`src/logic/mcp_pkg.sv`:
```
// constants and types for the memory controller pin block
`default_nettype none
package mcp_pkg;
    localparam int MCP_NUM_CS = 8;
    localparam int MCP_NUM_LANES = 8;
    localparam int MCP_NUM_GPL = 6;
    localparam int MCP_ADDR_W = 32;
    localparam int MCP_PAT_LEN = 16;
    localparam int MCP_PAT_W = 4;
    localparam logic [3:0] MCP_CNT_RESET = 4'h0;
    localparam logic [7:0] MCP_LANES_OFF = 8'h00;
    localparam logic [7:0] MCP_LANES_ALL = 8'hff;
    localparam logic [7:0] MCP_CS_OFF = 8'hff;
    localparam logic [5:0] MCP_GPL_RESET = 6'h3f;
    localparam logic [1:0] MCP_SIZE_BYTE = 2'h0;
    localparam logic [1:0] MCP_SIZE_HALF = 2'h1;
    localparam logic [1:0] MCP_SIZE_WORD = 2'h2;
    localparam logic [1:0] MCP_SIZE_DWORD = 2'h3;
    localparam logic [1:0] MCP_PORT_8 = 2'h0;
    localparam logic [1:0] MCP_PORT_16 = 2'h1;
    localparam logic [1:0] MCP_PORT_32 = 2'h2;
    localparam logic [1:0] MCP_PORT_64 = 2'h3;
    localparam int MCP_A10_BIT = 10;
    localparam int MCP_BURST_LO = 3;
    localparam logic [2:0] MCP_BUF_MODE_RW = 3'h0;
    // sdram commands {ras_n, cas_n, we_n}
    localparam logic [2:0] MCP_CMD_NOP = 3'h7;
    localparam logic [2:0] MCP_CMD_ACT = 3'h3;
    localparam logic [2:0] MCP_CMD_READ = 3'h5;
    localparam logic [2:0] MCP_CMD_WRITE = 3'h4;
    localparam logic [2:0] MCP_CMD_PRE = 3'h2;
    localparam logic [2:0] MCP_CMD_REF = 3'h1;
    typedef enum logic [1:0] {MCP_MACH_SIMPLE_CHIP_SELECT_MACHINE, MCP_MACH_SDRAM, MCP_MACH_UPM} mcp_mach_t;
    typedef enum {MCP_S_IDLE, MCP_S_SIMPLE_CHIP_SELECT_MACHINE, MCP_S_ROW, MCP_S_COL, MCP_S_PAT, MCP_S_DONE} mcp_state_t;
endpackage
`default_nettype wire

```
`src/logic/mcp_lane_decode.sv`:
```
// byte-lane decode from address, size and port width
`timescale 1ns/1ps
`default_nettype none
module mcp_lane_decode (
    // access
    input wire logic [2:0] addr_lo,
    input wire logic [1:0] size,
    input wire logic [1:0] port,
    // lanes, bit 0 is lane 0
    output logic [7:0] lanes
);
    import mcp_pkg::*;
    logic [7:0] span;
    logic [2:0] base;
    always_comb begin
        unique case (size)
            MCP_SIZE_BYTE: span = 8'h01;
            MCP_SIZE_HALF: span = 8'h03;
            MCP_SIZE_WORD: span = 8'h0f;
            default: span = 8'hff;
        endcase
        // narrow ports always use the low lanes
        unique case (port)
            MCP_PORT_8: begin
                base = 3'h0;
                span = 8'h01;
            end
            MCP_PORT_16: base = {2'h0, addr_lo[0]} & 3'h0;
            MCP_PORT_32: base = {1'b0, addr_lo[1:0]};
            default: base = addr_lo;
        endcase
        if (port == MCP_PORT_16) begin
            span = span & 8'h03;
            base = {2'h0, addr_lo[0]};
        end else if (port == MCP_PORT_32) begin
            span = span & 8'h0f;
        end
        lanes = span << base;
        if (port == MCP_PORT_16) begin
            lanes = lanes & 8'h03;
        end else if (port == MCP_PORT_32) begin
            lanes = lanes & 8'h0f;
        end
    end
endmodule
`default_nettype wire

```
`src/logic/mcp_mem_ctl.sv`:
```
// memory controller pin sequencer: chip-select, sdram and pattern machines
`timescale 1ns/1ps
`default_nettype none
module mcp_mem_ctl (
    // clock and reset
    input wire logic ref_clk,
    input wire logic rst,
    // access request, bank already matched upstream
    input wire logic req_valid,
    output logic req_ready,
    input wire logic [mcp_pkg::MCP_ADDR_W-1:0] req_addr,
    input wire logic req_write,
    input wire logic [1:0] req_size,
    input wire logic [2:0] req_bank,
    input wire mcp_pkg::mcp_mach_t req_mach,
    input wire logic [1:0] req_port,
    input wire logic req_parity,
    output logic req_done,
    // configuration
    input wire logic ext_master_mode,
    input wire logic [2:0] buffer_ctl_mode_field,
    input wire logic [mcp_pkg::MCP_PAT_W-1:0] pat_last,
    input wire logic [mcp_pkg::MCP_PAT_LEN*mcp_pkg::MCP_NUM_GPL-1:0] pat_lines,
    input wire logic [mcp_pkg::MCP_PAT_LEN-1:0] pat_lane_en,
    // inputs from attached devices
    input wire logic simple_machine_term_in,
    input wire logic pattern_wait_in,
    // chip selects, active low
    output logic [7:0] chip_sel_n,
    output logic parity_chip_select_n,
    // simple machine
    output logic [7:0] lane_write_strobe_n,
    output logic read_output_enable_n,
    // sdram machine
    output logic [7:0] sdram_lane_mask,
    output logic sdram_addr_bit10_cmd,
    output logic sdram_write_strobe_n,
    output logic sdram_row_strobe_n,
    output logic sdram_col_strobe_n,
    output logic sdram_addr_mux_ctl,
    // pattern machine
    output logic [7:0] pattern_lane_select_n,
    output logic pattern_line_0,
    output logic pattern_line_1,
    output logic pattern_line_2,
    output logic pattern_line_3,
    output logic pattern_line_4,
    output logic pattern_line_5,
    // bus side
    output logic address_latch_en,
    output logic buffer_ctl_0,
    output logic buffer_ctl_1,
    output logic [1:0] burst_low_addr
);
    import mcp_pkg::*;

    mcp_state_t state_r, state_nxt;
    logic [MCP_ADDR_W-1:0] addr_r, addr_nxt;
    logic write_r, write_nxt;
    logic [2:0] bank_r, bank_nxt;
    logic parity_r, parity_nxt;
    logic [7:0] lanes_r, lanes_nxt;
    logic [3:0] pat_cnt_r, pat_cnt_nxt;
    logic [7:0] cs_n_r, cs_n_nxt;
    logic parity_chip_select_n_r, parity_chip_select_n_nxt;
    logic [7:0] pwe_n_r, pwe_n_nxt;
    logic poe_n_r, poe_n_nxt;
    logic [7:0] dqm_r, dqm_nxt;
    logic a10_r, a10_nxt;
    logic [2:0] cmd_r, cmd_nxt;
    logic amux_r, amux_nxt;
    logic [7:0] pbs_n_r, pbs_n_nxt;
    logic [5:0] gpl_r, gpl_nxt;
    logic ale_r, ale_nxt;
    logic buffer_ctl_0_r, buffer_ctl_0_nxt;
    logic buffer_ctl_1_r, buffer_ctl_1_nxt;
    logic [1:0] baddr_r, baddr_nxt;
    logic done_r, done_nxt;
    logic [7:0] lanes_dec;
    logic [5:0] pat_row;
    logic [2:0] one_hot_sel;

    mcp_lane_decode u_lanes (
        .addr_lo(req_addr[2:0]),
        .size(req_size),
        .port(req_port),
        .lanes(lanes_dec)
    );

    assign req_ready = (state_r == MCP_S_IDLE);
    assign pat_row = pat_lines[pat_cnt_r*MCP_NUM_GPL +: MCP_NUM_GPL];
    assign one_hot_sel = bank_r;

    always_comb begin
        state_nxt = state_r;
        addr_nxt = addr_r;
        write_nxt = write_r;
        bank_nxt = bank_r;
        parity_nxt = parity_r;
        lanes_nxt = lanes_r;
        pat_cnt_nxt = pat_cnt_r;
        cs_n_nxt = MCP_CS_OFF;
        parity_chip_select_n_nxt = 1'b1;
        pwe_n_nxt = ~MCP_LANES_OFF;
        poe_n_nxt = 1'b1;
        dqm_nxt = MCP_LANES_ALL;
        a10_nxt = 1'b0;
        cmd_nxt = MCP_CMD_NOP;
        amux_nxt = 1'b0;
        pbs_n_nxt = ~MCP_LANES_OFF;
        gpl_nxt = gpl_r;
        ale_nxt = 1'b0;
        baddr_nxt = baddr_r;
        done_nxt = 1'b0;
        unique case (state_r)
            MCP_S_IDLE: begin
                if (req_valid) begin
                    addr_nxt = req_addr;
                    write_nxt = req_write;
                    bank_nxt = req_bank;
                    parity_nxt = req_parity;
                    lanes_nxt = lanes_dec;
                    pat_cnt_nxt = MCP_CNT_RESET;
                    // latch the address for external masters first
                    ale_nxt = ext_master_mode;
                    baddr_nxt = req_addr[MCP_BURST_LO+1:MCP_BURST_LO];
                    unique case (req_mach)
                        MCP_MACH_SIMPLE_CHIP_SELECT_MACHINE: state_nxt = MCP_S_SIMPLE_CHIP_SELECT_MACHINE;
                        MCP_MACH_SDRAM: state_nxt = MCP_S_ROW;
                        default: state_nxt = MCP_S_PAT;
                    endcase
                end
            end
            MCP_S_SIMPLE_CHIP_SELECT_MACHINE: begin
                // only the selected bank's line goes low
                cs_n_nxt = ~(8'h01 << one_hot_sel);
                parity_chip_select_n_nxt = ~parity_r;
                pwe_n_nxt = write_r ? ~lanes_r : ~MCP_LANES_OFF;
                poe_n_nxt = write_r;
                // term input is active low, pulled up when idle
                if (!simple_machine_term_in) begin
                    state_nxt = MCP_S_DONE;
                end
            end
            MCP_S_ROW: begin
                cs_n_nxt = ~(8'h01 << one_hot_sel);
                cmd_nxt = MCP_CMD_ACT;
                a10_nxt = addr_r[MCP_A10_BIT];
                amux_nxt = 1'b0;
                state_nxt = MCP_S_COL;
            end
            MCP_S_COL: begin
                cs_n_nxt = ~(8'h01 << one_hot_sel);
                cmd_nxt = write_r ? MCP_CMD_WRITE : MCP_CMD_READ;
                a10_nxt = 1'b1; // auto precharge
                amux_nxt = ext_master_mode;
                dqm_nxt = ~lanes_r;
                parity_chip_select_n_nxt = ~parity_r;
                state_nxt = MCP_S_DONE;
            end
            MCP_S_PAT: begin
                cs_n_nxt = ~(8'h01 << one_hot_sel);
                parity_chip_select_n_nxt = ~parity_r;
                pbs_n_nxt = pat_lane_en[pat_cnt_r] ? ~lanes_r : ~MCP_LANES_OFF;
                gpl_nxt = pat_row;
                // hold the pattern step frozen while the device asks to wait
                if (!pattern_wait_in) begin
                    if (pat_cnt_r == pat_last) begin
                        state_nxt = MCP_S_DONE;
                    end else begin
                        pat_cnt_nxt = pat_cnt_r + 4'h1;
                    end
                end
            end
            MCP_S_DONE: begin
                done_nxt = 1'b1;
                gpl_nxt = MCP_GPL_RESET;
                state_nxt = MCP_S_IDLE;
            end
        endcase
    end

    // buffer controls are registered from the next state, a cycle ahead of the strobes
    always_comb begin
        if (buffer_ctl_mode_field == MCP_BUF_MODE_RW) begin
            buffer_ctl_0_nxt = write_nxt & (state_nxt != MCP_S_IDLE);
            buffer_ctl_1_nxt = ~write_nxt & (state_nxt != MCP_S_IDLE);
        end else begin
            buffer_ctl_0_nxt = ~write_nxt;
            buffer_ctl_1_nxt = state_nxt != MCP_S_IDLE;
        end
    end

    always_ff @(posedge ref_clk or posedge rst) begin
        if (rst) begin
            state_r <= MCP_S_IDLE;
            addr_r <= '0;
            write_r <= 1'b0;
            bank_r <= 3'h0;
            parity_r <= 1'b0;
            lanes_r <= MCP_LANES_OFF;
            pat_cnt_r <= MCP_CNT_RESET;
            cs_n_r <= MCP_CS_OFF;
            parity_chip_select_n_r <= 1'b1;
            pwe_n_r <= ~MCP_LANES_OFF;
            poe_n_r <= 1'b1;
            dqm_r <= MCP_LANES_ALL;
            a10_r <= 1'b0;
            cmd_r <= MCP_CMD_NOP;
            amux_r <= 1'b0;
            pbs_n_r <= ~MCP_LANES_OFF;
            gpl_r <= MCP_GPL_RESET;
            ale_r <= 1'b0;
            buffer_ctl_0_r <= 1'b0;
            buffer_ctl_1_r <= 1'b0;
            baddr_r <= 2'h0;
            done_r <= 1'b0;
        end else begin
            state_r <= state_nxt;
            addr_r <= addr_nxt;
            write_r <= write_nxt;
            bank_r <= bank_nxt;
            parity_r <= parity_nxt;
            lanes_r <= lanes_nxt;
            pat_cnt_r <= pat_cnt_nxt;
            cs_n_r <= cs_n_nxt;
            parity_chip_select_n_r <= parity_chip_select_n_nxt;
            pwe_n_r <= pwe_n_nxt;
            poe_n_r <= poe_n_nxt;
            dqm_r <= dqm_nxt;
            a10_r <= a10_nxt;
            cmd_r <= cmd_nxt;
            amux_r <= amux_nxt;
            pbs_n_r <= pbs_n_nxt;
            gpl_r <= gpl_nxt;
            ale_r <= ale_nxt;
            buffer_ctl_0_r <= buffer_ctl_0_nxt;
            buffer_ctl_1_r <= buffer_ctl_1_nxt;
            baddr_r <= baddr_nxt;
            done_r <= done_nxt;
        end
    end

    assign chip_sel_n = cs_n_r;
    assign parity_chip_select_n = parity_chip_select_n_r;
    assign lane_write_strobe_n = pwe_n_r;
    assign read_output_enable_n = poe_n_r;
    assign sdram_lane_mask = dqm_r;
    assign sdram_addr_bit10_cmd = a10_r;
    assign sdram_row_strobe_n = cmd_r[2];
    assign sdram_col_strobe_n = cmd_r[1];
    assign sdram_write_strobe_n = cmd_r[0];
    assign sdram_addr_mux_ctl = amux_r;
    assign pattern_lane_select_n = pbs_n_r;
    assign pattern_line_0 = gpl_r[0];
    assign pattern_line_1 = gpl_r[1];
    assign pattern_line_2 = gpl_r[2];
    assign pattern_line_3 = gpl_r[3];
    assign pattern_line_4 = gpl_r[4];
    assign pattern_line_5 = gpl_r[5];
    assign address_latch_en = ale_r;
    assign buffer_ctl_0 = buffer_ctl_0_r;
    assign buffer_ctl_1 = buffer_ctl_1_r;
    assign burst_low_addr = baddr_r;
    assign req_done = done_r;
endmodule
`default_nettype wire

```
`config.mk`:
```
export PLATFORM = sky130hd
export DESIGN_NAME = mcp_mem_ctl
export DESIGN_NICKNAME = d
export VERILOG_FILES = /design/src/logic/mcp_pkg.sv /design/src/logic/mcp_lane_decode.sv /design/src/logic/mcp_mem_ctl.sv
export SDC_FILE = /design/constraint.sdc
export NUM_CORES = 1
export LEC_CHECK = 0
export ABC_AREA = 0
export BUFFER_PORTS_ARGS = -buffer_cell sky130_fd_sc_hd__buf_4
export CAP_MARGIN = 5
export CORE_MARGIN = 4
export CORE_UTILIZATION = 48
export CTS_BUF_LIST = sky130_fd_sc_hd__clkbuf_8 sky130_fd_sc_hd__clkbuf_16
export DETAILED_ROUTE_END_ITERATION = 10
export GPL_TIMING_DRIVEN = 0
export PLACE_DENSITY = 0.92
export SLEW_MARGIN = 25
export SYNTH_ARGS = -nofsm -noshare
export SYNTH_HDL_FRONTEND = slang
export SYNTH_HIERARCHICAL = 1
export SYNTH_SLANG_ARGS = --single-unit
```
`constraint.sdc`:
```
create_clock -name ref_clk -period 5.09 [get_ports ref_clk]
set_clock_uncertainty 0.15 [all_clocks]
set_input_delay 1.527 -clock ref_clk [delete_from_list [all_inputs] [get_ports ref_clk]]
set_output_delay 1.527 -clock ref_clk [all_outputs]
set_load 0.005 [all_outputs]
```
---- Yosys cells after proc, flatten, opt, wreduce, memory -nomap -nowiden ----
Cells that the tools add are included.
operators by class
  add/sub/neg operators ................... 1
  reductions and logical operators ........ 13
  bitwise gates (word level) .............. 6
  multiply operators ...................... 1
  shift operators ......................... 3
  order comparisons ....................... 1
  equality and inequality tests ........... 14
  muxes and demuxes ....................... 40
operators by type and width
  cell                   number
  $pmux W32 S6           1
  $mux W32               4
  $shiftx A96 B8 Y6      1
  $mux W8                11
  $eq A32 B2 Y1 const B  2
  $eq A32 B3 Y1 const B  2
  $logic_not A32 Y1      2
  $eq A32 B1 Y1 const B  1
  $reduce_bool A32 Y1    1
  $pmux W8 S3            1
  $pmux W3 S2            3
  $not A8 Y8             2
  $mux W1                12
  $mux W4                3
  $pmux W6 S2            1
  $pmux W4 S2            1
  $shl A1 B3 Y8 const A  1
  $shl A8 B3 Y8          1
  $eq A2 B1 Y1 const B   3
  $logic_not A2 Y1       3
  $mul A4 B2 Y6 const B  1
  $ne A2 B2 Y1 const B   3
  $lt A4 B5 Y1 const B   1
  $add A4 B1 Y4 const B  1
  other kinds (13)       17
storage, ports and cells
  bits in registers ....................... 111
  input bits .............................. 168
  word-level logic and storage cells ...... 101
  output and inout port bits .............. 52

---- Longest topological paths before layout ----
  word-level depth ........................ 8
  gate-level depth with buffers ........... 8
  gate-level depth less buffers ........... 6

---- Cells and area by module ----
Netlist, hierarchy kept.
by module, submodules not included
  module           area each (um2)  times used  cells each
  mcp_mem_ctl      4693.3           1           346
  mcp_lane_decode  247.7            1           39

---- Least setup slack after synthesis ----
No wires, ideal clock.
  kind .................................... input port to flip-flop
  from .................................... in req_valid
  to ...................................... reg buffer_ctl_1_r (netlist: buffer_ctl_1)
  data required time ...................... 4816 ps
  stages .................................. 6
  data arrival time ....................... 2980 ps
  setup slack ............................. 1837 ps
  path through ............................ clkbuf_1 -> nand2_1 -> nor4_4 -> mux2i_1 -> or4_1 -> nor2b_1
between the ends
  cells in the longest elaborated chain, start to end .. 5
ends and longest elaborated chain
  what                                                      RTL line                                RTL
  start, declared                                           mcp_mem_ctl.sv:9                        input wire logic req_valid,
  $mux W32 / $mux W1 (equally long branches)                mcp_mem_ctl.sv:117                      if (req_valid) begin
  $pmux W32 S6 / $mux W1 (equally long branches)            mcp_mem_ctl.sv:115                      unique case (state_r)
  $reduce_bool A32 Y1 / $not A1 Y1 (equally long branches)  mcp_mem_ctl.sv:187, mcp_mem_ctl.sv:190
  $and A1 B1 Y1                                             mcp_mem_ctl.sv:187                      buffer_ctl_1_nxt = ~write_nxt & (state_nxt != MCP_S_IDLE);
  $mux W1 *                                                 mcp_mem_ctl.sv:185                      if (buffer_ctl_mode_field == MCP_BUF_MODE_RW) begin
  named net buffer_ctl_1_nxt                                mcp_mem_ctl.sv:76                       logic buffer_ctl_1_r, buffer_ctl_1_nxt;
  end signal, assigned                                      mcp_mem_ctl.sv:238                      buffer_ctl_1_r <= buffer_ctl_1_nxt;
  end, declared                                             mcp_mem_ctl.sv:76
The timed path passes the listed nets; every way through them passes the cells marked *.
A chain may end at the register's enable or synchronous reset.

---- Worst setup path in the final report ----
  from .................................... reg state_r[6]
  to ...................................... out req_ready
between the ends
  cells in the longest elaborated chain, start to end .. 1
ends and longest elaborated chain
  what                    RTL line            RTL
  start, declared         mcp_mem_ctl.sv:57   mcp_state_t state_r, state_nxt;
  start signal, assigned  mcp_mem_ctl.sv:219  state_r <= state_nxt;
  $logic_not A32 Y1       mcp_mem_ctl.sv:90   assign req_ready = (state_r == MCP_S_IDLE);
  end, declared           mcp_mem_ctl.sv:10   output logic req_ready,
Every way passes these cells.

==> out/metrics.cfg <==
[sta]
worst_pin_slew_ns = 0.778
setup_viol = 0
fin_ws_ns = 1.07
hold_viol = 0
drv_slew = 0
tns_ns = 0
min_period_ns = 4.02
slew_headroom_pct = 48.1
post-route-period-util_pct = 79.0
rsz0062_at_grt = no
fmax_mhz = 249

[global_routing]
grt_first_pass_wirelength_um = 20900
top_usage_layer = met2
antenna_found_initial = 0
first_global_vias = 4053
met3_usage_pct = 6.87
met1_usage_pct = 30.3
grt_max_degree = 86
track_usage_pct = 23.3
use_met2_pct = 38.1
grt-ovfl-total = 0

[setup_path]
endpoint_kind = primary output
crit_path_max_incr_delay_ns = 0.53
critPathLaunchType = register
worstPathMaxFanout = 6
critPathKind = reg2out
slowest_stage = nor3_1
worstPathArrival_ns = 2.34
cp.required_ns = 3.41
reg2reg_from = state_r[8]
reg2reg_setup_slack_ns = 2.24
r2r_cells = 7
regToRegEndpoint = pattern_lane_select_n[4]
cp_cell_sequence = nor4_4, nand4_2, nor3_1, and2_1, buf_4

[synthesis]
syn_area_um2 = 4940
synth_warnings = 6
async_reset_ff_share_pct = 100
synthesis.nets = 554
yosysSeqAreaShare_pct = 52.2
ys_seq_elements = 101
synth.distinct_cells = 57
postSynthCellCount = 385
avgSynthCellArea_um2 = 12.8
synth_edf_count = 0
synthFlopType = dfrtp_1

[flow_run]
drv_cap = 0

[die]
ioPinCount = 220
core_region_area_um2 = 9910
die-area_um2 = 12000
start_util_pct = 49.9
row_count = 36
die_w_um = 109
die_height_um = 109

[min_path]
hold_depth = 1
hold_end = sdram_lane_mask[2]
hold_start = lanes_r[2]
hp-class = reg2reg

[clocking]
cts_made_buffers = 9
insertion_delay_ns = 0.36
clock_sinks = 101
ctsHtreeMaxLevel = 3
root_buffer = clkbuf_8
cts_hold_buf = 0
cts.path.max_buffers = 2
cts_tree = built
ctsResizeCount = 0
path_clk_slew_ns = 0.10
post_cts_buffers = 0

[routing]
wirelength_um = 14300
dr.pass1.iters = 5
wl_per_cell_um = 19.8
drt_iter0_drc = 270
routed_via_density = 5.71
post-route-drc-count = 0
antenna_left = 0
num_vias = 4139

[placed_design]
hpwlAfterDp_um = 11500
portBuffers = 190
place.gp.congestion = 0.820
dp_worst_setup_slack_ns = 1.38
placed_area_um2 = 6570

[cells_and_area]
final_common_cell = buf_4
diodes = 0
stdcell_area_um2 = 6760
synthToLayoutAreaGrowth_pct = 36.8
drive_above_1_share_pct = 54.4
mostFrequentLayoutCells = buf_4 (192), dfrtp_1 (58), dfstp_2 (43)
nets = 756

[power]
power_per_cell_area_nw_per_um2 = 426
vdd_drop_max_mv = 0.229
leakagePower_nw = 3.05
totalPowerFinal_w = 0.00288

[run_status]
status = finished, final reports clean

through the flow:
step	util (%)	hold slack [ns]	std cells
floorplan	-	0.250	385
global placement	65.9	0.276	708
detailed placement	66.3	0.283	709
CTS	68.2	0.296	725
global route	68.2	0.321	725
finish	68.2	0.294	725
cell families after synthesis:
| family | after synthesis | synth area share (%) |
|---|---|---|
| adder cells (fa/ha/maj) | 1 | 0.253 |
| flip-flops | 101 | 52.2 |
| buffers and inverters | 33 | 2.94 |
| multiplexers | 54 | 20.0 |
| AND/OR/NAND/NOR | 143 | 16.5 |
| AO/OA/AOI/OAI | 47 | 7.04 |
| XOR/XNOR | 6 | 1.06 |
where the power goes:
group	internal (W)	switching, W	leakage [nW]	total (W)
sequential	0.00102	0.000120	1.22	0.00114
clock	0.000226	0.000259	0.102	0.000484
combinational	0.000684	0.000574	1.73	0.00126
how the worst max path moves through the flow:
stage	from	end	slack (ns)	depth (start not counted)
after detailed placement	req_valid	buffer_ctl_1	1.38	6
final	state_r[6]	req_ready	1.07	5
after CTS	state_r[12]	req_ready	1.09	5
after global routing	state_r[8]	req_ready	0.93	5
after floorplan	rst	addr_r[10]	0.84	1
after global placement	rst	state_r[4]	-0.002	2
cell usage after synthesis, types with 2 or more instances:
master,instances,share of area [%]
dfrtp_1,58,29
dfstp_2,43,23
nand2_1,40,3.0
mux4_2,34,15
nor2b_1,32,4.1
nor2_1,20,1.5
mux2_2,17,3.9
clkbuf_1,16,1.2
inv_1,8,0.61
o21ai_0,8,0.81
a21oi_1,6,0.61
nand3_1,6,0.61
nor4_1,6,0.76
o22a_1,6,1.1
buf_2,5,0.51
nand2b_1,5,0.63
o211ai_1,5,0.76
and2_1,4,0.51
nand3b_1,4,0.61
nor3_1,4,0.41
xor2_1,4,0.71
a211oi_1,3,0.46
and3_1,3,0.38
mux2i_1,3,0.61
o31ai_1,3,0.46
a221oi_1,2,0.35
a22o_1,2,0.35
a22oi_1,2,0.30
and4_1,2,0.35
buf_4,2,0.30
nor3b_1,2,0.30
nor4_2,2,0.51
nor4_4,2,0.86
or4_1,2,0.30
xnor2_1,2,0.35
layer usage:
| metal | part of all wire [%] | up-vias |
|---|---|---|
| met4 | 2.0 | 0 |
| met3 | 8.4 | 28 |
| li1 | - | 1809 |
| met1 | 37 | 2107 |
| met5 | 0 | - |
| met2 | 52 | 195 |
sequential cells by signal, summed over array words and instances (netlist names), 3 cells and up:
name                   cells
bank_r                     3
lanes_r                    8
pat_cnt_r                  4
cmd_r                      3
pattern_lane_select_n      8
lane_write_strobe_n        8
chip_sel_n                 8
addr_r                     3
gpl_r                      6
sdram_lane_mask            8
state_r                   32
area by class of cell:
class / instances / area [um2]
Inverter: 8 / 35.0
Clock buffer: 9 / 124
Fill cell: 710 / 3150
Sequential cell: 101 / 2580
Multi-Input combinational cell: 251 / 2210
Timing Repair Buffer: 191 / 1450
Clock inverter: 7 / 67.6
Tap cell: 133 / 166
Buffer: 25 / 115
worst max-delay path: cells and delay by family, from the launching register on:
family / cells / cell delay, ns
buffers and inverters: 1 / 0.13
DFF: 1 / 0.42
and+or+nand+nor: 4 / 1.42
(Power assumes the default switching activity.)
